==> config.mk <==
export PLATFORM = sky130hd
export DESIGN_NAME = ssx_alu
export DESIGN_NICKNAME = d
export VERILOG_FILES = /design/src/hw/ssx_dir_bank.v /design/src/hw/ssx_alu.v
export VERILOG_INCLUDE_DIRS = /design/src /design/src/shared
export SDC_FILE = /design/constraint.sdc
export NUM_CORES = 1
export LEC_CHECK = 0
export ABC_AREA = 1
export BUFFER_PORTS_ARGS = -buffer_cell sky130_fd_sc_hd__buf_4
export CAP_MARGIN = 20
export CORE_UTILIZATION = 52
export CTS_CLUSTER_DIAMETER = 30
export CTS_CLUSTER_SIZE = 24
export DETAILED_ROUTE_END_ITERATION = 12
export PLACE_DENSITY = 0.78
export SLEW_MARGIN = 40
export SYNTH_ARGS = -nofsm -noshare
export SYNTH_HDL_FRONTEND = slang
export SYNTH_HIERARCHICAL = 1
export SYNTH_SLANG_ARGS = --single-unit
==> constraint.sdc <==
create_clock -name ref_clk -period 3.4 [get_ports ref_clk]
set_clock_uncertainty 0.05 [all_clocks]
set_input_delay 0.51 -clock ref_clk [delete_from_list [all_inputs] [get_ports ref_clk]]
set_output_delay 0.51 -clock ref_clk [all_outputs]
set_load 0.03 [all_outputs]
==> src/shared/ssx_defines.vh <==
// constants for the subtract, swap and xor execution datapath
`ifndef SSX_DEFINES_VH
`define SSX_DEFINES_VH
`define SSX_OP_W 3
`define SSX_OP_SUB 3'h0
`define SSX_OP_SUBB 3'h1
`define SSX_OP_SWAP 3'h2
`define SSX_OP_XORL 3'h3
`define SSX_OP_XORF 3'h4
`define SSX_OP_LOAD_DIRECTION_REGISTER 3'h5
`define SSX_LOAD_DIRECTION_REGISTER_A 3'h5
`define SSX_LOAD_DIRECTION_REGISTER_B 3'h6
`define SSX_LOAD_DIRECTION_REGISTER_C 3'h7
`define SSX_ACC_RST 8'h00
`define SSX_DIR_RST 8'hFF
`define SSX_FLAG_RST 1'b0
`define SSX_DEST_ACC 1'b0
`define SSX_FILE_ADDR_MAX 7'h7F
`endif

==> src/hw/ssx_dir_bank.v <==
// three port direction registers loaded from the accumulator
`timescale 1ns/10ps
`include "ssx_defines.vh"
module ssx_dir_bank (
  input wire ref_clk,
  input wire rst_b,
  input wire load,
  input wire [2:0] sel,
  input wire [7:0] wdata,
  output reg [7:0] port_a_direction,
  output reg [7:0] port_b_direction,
  output reg [7:0] port_c_direction
);
  always @(posedge ref_clk) begin
    if (!rst_b) begin
      port_a_direction <= `SSX_DIR_RST;
      port_b_direction <= `SSX_DIR_RST;
      port_c_direction <= `SSX_DIR_RST;
    end else if (load) begin
      // operands outside 5..7 load nothing
      case (sel)
        `SSX_LOAD_DIRECTION_REGISTER_A: port_a_direction <= wdata;
        `SSX_LOAD_DIRECTION_REGISTER_B: port_b_direction <= wdata;
        `SSX_LOAD_DIRECTION_REGISTER_C: port_c_direction <= wdata;
        default: begin
        end
      endcase
    end
  end
endmodule

==> src/hw/ssx_alu.v <==
// execution datapath for subtract, nibble exchange, xor and direction load
// Behaviour
// - file minus accumulator, to acc or file
// - file minus acc minus inverted carry
// - swap file nibbles, flags untouched
// - xor acc with literal, zero flag only
// - load direction register 5/6/7 from acc
// - xor acc with file, zero flag only
//
// Local design decisions: the placing of the registers and strobed register access.
`timescale 1ns/10ps
`include "ssx_defines.vh"
module ssx_alu (
  input wire ref_clk,
  input wire rst_b,
  input wire op_valid,
  input wire [2:0] op_code,
  input wire dest_sel,
  input wire [6:0] file_addr,
  input wire [7:0] file_rdata,
  input wire [7:0] literal,
  input wire carry_in,
  output reg file_we,
  output reg [6:0] file_waddr,
  output reg [7:0] file_wdata,
  output reg [7:0] acc,
  output reg carry_flag,
  output reg digit_carry_flag,
  output reg zero_flag,
  output wire [7:0] port_a_direction,
  output wire [7:0] port_b_direction,
  output wire [7:0] port_c_direction
);
  // nine-bit subtract: bit 8 set means no borrow
  function [8:0] sub9;
    input [7:0] a;
    input [7:0] b;
    input cin;
    begin
      sub9 = {1'b0, a} + {1'b0, ~b} + {8'h00, cin};
    end
  endfunction
  function [4:0] sub5;
    input [3:0] a;
    input [3:0] b;
    input cin;
    begin
      sub5 = {1'b0, a} + {1'b0, ~b} + {4'h0, cin};
    end
  endfunction

  reg [7:0] result;
  reg has_result;
  reg set_z;
  reg set_cdc;
  reg next_c;
  reg next_dc;
  reg [8:0] diff;
  reg [4:0] ldiff;
  reg borrow_in;
  wire load_direction_register_load;

  // carry comes from the status register outside, so flag writes use carry_in
  always @* begin
    result = 8'h00;
    has_result = 1'b0;
    set_z = 1'b0;
    set_cdc = 1'b0;
    borrow_in = (op_code == `SSX_OP_SUBB) ? carry_in : 1'b1;
    diff = sub9(file_rdata, acc, borrow_in);
    ldiff = sub5(file_rdata[3:0], acc[3:0], borrow_in);
    next_c = diff[8];
    next_dc = ldiff[4];
    case (op_code)
      `SSX_OP_SUB, `SSX_OP_SUBB: begin
        result = diff[7:0];
        has_result = 1'b1;
        set_z = 1'b1;
        set_cdc = 1'b1;
      end
      `SSX_OP_SWAP: begin
        result = {file_rdata[3:0], file_rdata[7:4]};
        has_result = 1'b1;
      end
      `SSX_OP_XORL: begin
        result = acc ^ literal;
        has_result = 1'b1;
        set_z = 1'b1;
      end
      `SSX_OP_XORF: begin
        result = acc ^ file_rdata;
        has_result = 1'b1;
        set_z = 1'b1;
      end
      default: begin
      end
    endcase
  end

  assign load_direction_register_load = op_valid && (op_code == `SSX_OP_LOAD_DIRECTION_REGISTER);

  always @(posedge ref_clk) begin
    if (!rst_b) begin
      acc <= `SSX_ACC_RST;
      carry_flag <= `SSX_FLAG_RST;
      digit_carry_flag <= `SSX_FLAG_RST;
      zero_flag <= `SSX_FLAG_RST;
      file_we <= 1'b0;
      file_waddr <= 7'h00;
      file_wdata <= 8'h00;
    end else begin
      file_we <= 1'b0;
      if (op_valid && has_result) begin
        // literal xor always lands in the accumulator
        if (dest_sel == `SSX_DEST_ACC || op_code == `SSX_OP_XORL) begin
          acc <= result;
        end else begin
          file_we <= 1'b1;
          file_waddr <= file_addr;
          file_wdata <= result;
        end
        if (set_z)
          zero_flag <= (result == 8'h00);
        if (set_cdc) begin
          carry_flag <= next_c;
          digit_carry_flag <= next_dc;
        end else begin
          carry_flag <= carry_in;
        end
      end else begin
        carry_flag <= carry_in;
      end
    end
  end

  ssx_dir_bank u_dir (
    .ref_clk(ref_clk),
    .rst_b(rst_b),
    .load(load_direction_register_load),
    .sel(file_addr[2:0]),
    .wdata(acc),
    .port_a_direction(port_a_direction),
    .port_b_direction(port_b_direction),
    .port_c_direction(port_c_direction)
  );
endmodule

Word-level counts from Yosys, hierarchy flattened

Cells that the tools add are included.

Flip-flop bits (word level): 51
Output and inout port bits: 51
Logic and storage cells: 52

Reduce and logical (&&, ||, !) cells: 16
Eq/ne operators: 8
Add/subtract/negate cells: 4
Bitwise operators: 6
Multiplexer cells: 8

Operators with widths:

| kind               | count |
|---|---|
| $pmux 8 s4         | 1 |
| $reduce_and 2->1   | 8 |
| $xor 8x8->8        | 2 |
| $eq 3x3->1 const B | 5 |
| $add 8x8->9        | 1 |
| $add 9x1->9        | 1 |
| $logic_not 8->1    | 1 |
| $not 8->8          | 1 |
| $mux 1             | 7 |
| $eq 3x2->1 const B | 2 |
| $add 4x4->5        | 1 |
| $add 5x1->5        | 1 |
| $reduce_or 5->1    | 1 |
| $not 4->4          | 1 |
| $reduce_or 4->1    | 1 |
| $eq 3x1->1 const B | 1 |
| $logic_not 3->1    | 1 |
| $logic_and 1x1->1  | 2 |
| $not 1->1          | 2 |
| $reduce_or 2->1    | 1 |
| $logic_or 1x1->1   | 1 |

Depth between registers and ports, before layout

Depth in word-level cells: 5
Gate-level depth with buffers: 17
Gate-level depth less buffers: 17

Hierarchy

Netlist, hierarchy kept.

Modules (own cells, without submodules):

| module       | cells an instance | area each (um^2) | instances |
|---|---|---|---|
| ssx_alu      | 315               | 1,869.3          | 1 |
| ssx_dir_bank | 111               | 905.9            | 1 |

Worst setup path after synthesis

Ideal clock, no wire load.

Kind: in2reg
Start point: input port op_code[1]
End point: register zero_flag
Stages on the path: 13
Buffers on the path: 0
Arrival: 2.314 ns
Setup slack: 0.908 ns
Path through: nor2_1 -> nand2_1 -> fa_1 -> inv_1 -> fa_1 -> nor3_1 -> a21oi_1 -> nand2_1 -> nor2_1 -> nand3_1 -> nor2_1 -> nor2_1 -> nor2_1

Word-level cells in the longest chain between the ends: 5
Elaborated cells between the ends (all ways): 16
Those cells by class: add/sub: 1; eq/ne: 4; mux: 4; reduce/logical: 7

RTL lines:

| item                                                | RTL line                    | text |
|---|---|---|
| from (decl)                                         | ssx_alu.v:17                | `input wire [2:0] op_code,` |
| $eq 3x1->1 (tied with other cells)                  | ssx_alu.v:74                | `case (op_code)` |
| $mux 1 or $reduce_or 5->1 (tied branches)           | -                           |  |
| $add 9x1->9 or $mux 1 (tied branches)               | ssx_alu.v:40, ssx_alu.v:74  |  |
| $pmux 8 s4 or $logic_and 1x1->1 (tied branches)     | ssx_alu.v:74, ssx_alu.v:113 |  |
| $logic_not 8->1 or $reduce_and 2->1 (tied branches) | -                           |  |
| to (signal assigned)                                | ssx_alu.v:107               | `` zero_flag <= `SSX_FLAG_RST; `` |
| to (signal assigned)                                | ssx_alu.v:123               | `zero_flag <= (result == 8'h00);` |
| to (decl)                                           | ssx_alu.v:29                | `output reg zero_flag,` |

Several ways; a longest one is shown, not always the timed one.
A chain may end at the register's enable or synchronous reset.

Worst setup path after layout

Start point: input port op_code[2]
End point: register zero_flag

Same word-level chain as after synthesis.

==> metrics <==
Final GP Congestion 0.974; synthesized flop and latch total 51; most frequent cells in the layout nand2_1 (113), buf_4 (84), nand3_1 (75); overall power 1.36 mW; Critical Path Start Type primary input; wirelength, routed 7840 um; Final Cycle Share 73.4%; Die Wd 75.1 um; slowest cell on the critical path fa_1; post-CTS sizing 0; vias in the first global route 2549; static leakage 1.97 nW; drt via density 5.22; CTS clk-pin slew, worst paths 0.09 ns; post-route ant nets 0; initial antenna violation count 0; Post-Layout Cell Count 577; Reg area 0.00102 mm^2; post-CTS setup buffers 0; Max Cap Viol 0; grt total ovfl 0; Remaining DRCs 0; Data arrival, critical path 2.68 ns; Seq/Total Area, Yosys 36.8%; largest net degree at the start of global routing 41; status completed; first-pass GRT wire length 12300 um; Initial DRT Pass Iterations 5; Critical Path, Cell by Cell buf_4, nor2_1, buf_4, nand2_1, fa_1, inv_1, fa_1, inv_1, nand3_1, nand3_1, nand2_1, nand2_1, nor2_1, nor2_1, nand3_1, nor2_1, nor2_1, nor2_1; wire per inst 13.6 um; crit path time final 2.50 ns; WS Path Type in2reg; Pins Over Slew Limit 0; worst slew pin tran 0.565 ns; clk sink count 51; Max Freq 401 MHz; CTS tree built; Final Core Density 69.5%; Synth top area share 36.8%; Starting Density 54.3%; Clock Tree Buf Depth 2; Fin. Hold Viols 0; synthesized area per cell 6.51 um^2; Area Overhead vs Synth 28.0%; antenna cells 0; hold_ws 0.369 ns; setup TNS 0 ns; slowest stage delay, CP 0.39 ns; placed insts 570; CTS Hold Bufs 0; WP data required 3.58 ns; Hold Crit Class in2reg; CTS buffer count 5; largest area contributor in the netlist dfxtp_1; CP delay by family, top simple AND/OR/NAND/NOR gates; Root Driver clkbuf_8; Yosys warnings 6; post-DP HPWL 5900 um; number of distinct library cells after synthesis 23; pwr dens 383 mW/mm^2; Worst Setup End Kind flop; Area contributors post-synth dfxtp_1 (37%), nand2_1 (15%), nand3_1 (14%), inv_1 (8.5%), nor2_1 (6.1%); fillers 471; htree depth 2; # rows 26; synthesized area 0.00278 mm^2; crit path max fanout 15; RSZ-0062 raised after global routing false; share of cells above drive strength 1 20.1%; die area 0.00563 mm^2; Via Count 3014; Port Buf Inserts 81; # IOs 82; multi-input logic area 0.00146 mm^2; Core Box Area 0.00511 mm^2; syn_nets 466; GRT Resource Usage Total 29.0%; Peak supply drop 239 uV; WP buf/inv 4; Slew Limit Headroom 62.0%; commonest non-fill, non-tap cell in the layout nand2_1; Die Ht 75.1 um; Gate Count Post-Synth 426; CP most frequent cell nor2_1; DR iter-0 viols 206; setup violators final 0; Post-layout nets 547; Skew-Pair Late Insertion Delay 0.31 ns
[final timing paths]
path                                           from                                endpoint  slack (ns)  depth (start not counted)
max                                      op_code[2]                  zero_flag$_SDFFE_PN0P_        0.90                         18
min                                    file_addr[5]              file_waddr[5]$_SDFFE_PN0P_        0.37                          3
max reg2reg                     acc[0]$_SDFFE_PN0P_                  zero_flag$_SDFFE_PN0P_        0.96                         14
min reg2reg  u_dir/port_a_direction[3]$_SDFFE_PN1P_  u_dir/port_a_direction[3]$_SDFFE_PN1P_        0.41                          2
[synthesized netlist by cell type]
library cell,n
nor2_2,1
o21ai_0,25
nand3_1,75
a21oi_1,9
nand2_1,113
clkbuf_1,5
nand3b_1,6
inv_4,1
ha_1,7
o211ai_1,3
a31oi_1,2
dfxtp_1,51
a22oi_1,1
nand2_4,2
nor3_1,2
buf_2,3
buf_4,2
nor2_4,4
nor4_1,1
nand2_2,3
inv_1,63
fa_1,2
nor2_1,45
[through the flow]
| stage | cell area, um^2 | setup WS (ns) |
|---|---|---|
| after CTS | 3550 | 0.911 |
| after global placement | 3440 | 0.761 |
| after floorplan | 2780 | 0.908 |
| after global routing | 3550 | 0.712 |
| final | 3550 | 0.904 |
| after detailed placement | 3440 | 0.618 |
[area by class of cell]
type,instances,share of cell area (%)
multi-input combinational,301,41.2
sequential,51,28.8
timing repair buffer,84,17.8
inverter,64,6.84
tap,70,2.47
clock buffer,5,1.94
clock inverter,2,1.06
[per-layer routing]
layer  global-route usage, %  routed length, um  share of wire, %
met4                    10.5                167               2.1
met1                    40.1               3490                45
met5                       0                  0                 0
met2                    45.3               3580                46
met3                    4.95                607               7.7
[flip-flops by register name, indices dropped and copies added, names as in the netlist]
signal and cells:
file_we 1, zero_flag 1, file_wdata 8, file_waddr 7, u_dir/port_a_direction 8, u_dir/port_c_direction 8, digit_carry_flag 1, u_dir/port_b_direction 8
acc 8, carry_flag 1
[cell families after synthesis]
logic type,after synthesis,share of synthesized area [%]
buffers and inverters,74,10.5
flip-flops,51,36.8
AND/OR/NAND/NOR,252,40.4
AO/OA/AOI/OAI,40,7.66
adder cells (fa/ha/maj),9,4.60
[tightest hold or removal path: stages]
cell and delay, ns:
buf_4 0.07, nor2_1 0.03, nor2_1 0.08
[power by group]
part           internal, mW  switching (mW)
Combinational         0.111           0.197
Sequential            0.618          0.0207
Clock                 0.215           0.198
Total                 0.944           0.416
(Power assumes the default switching activity.)
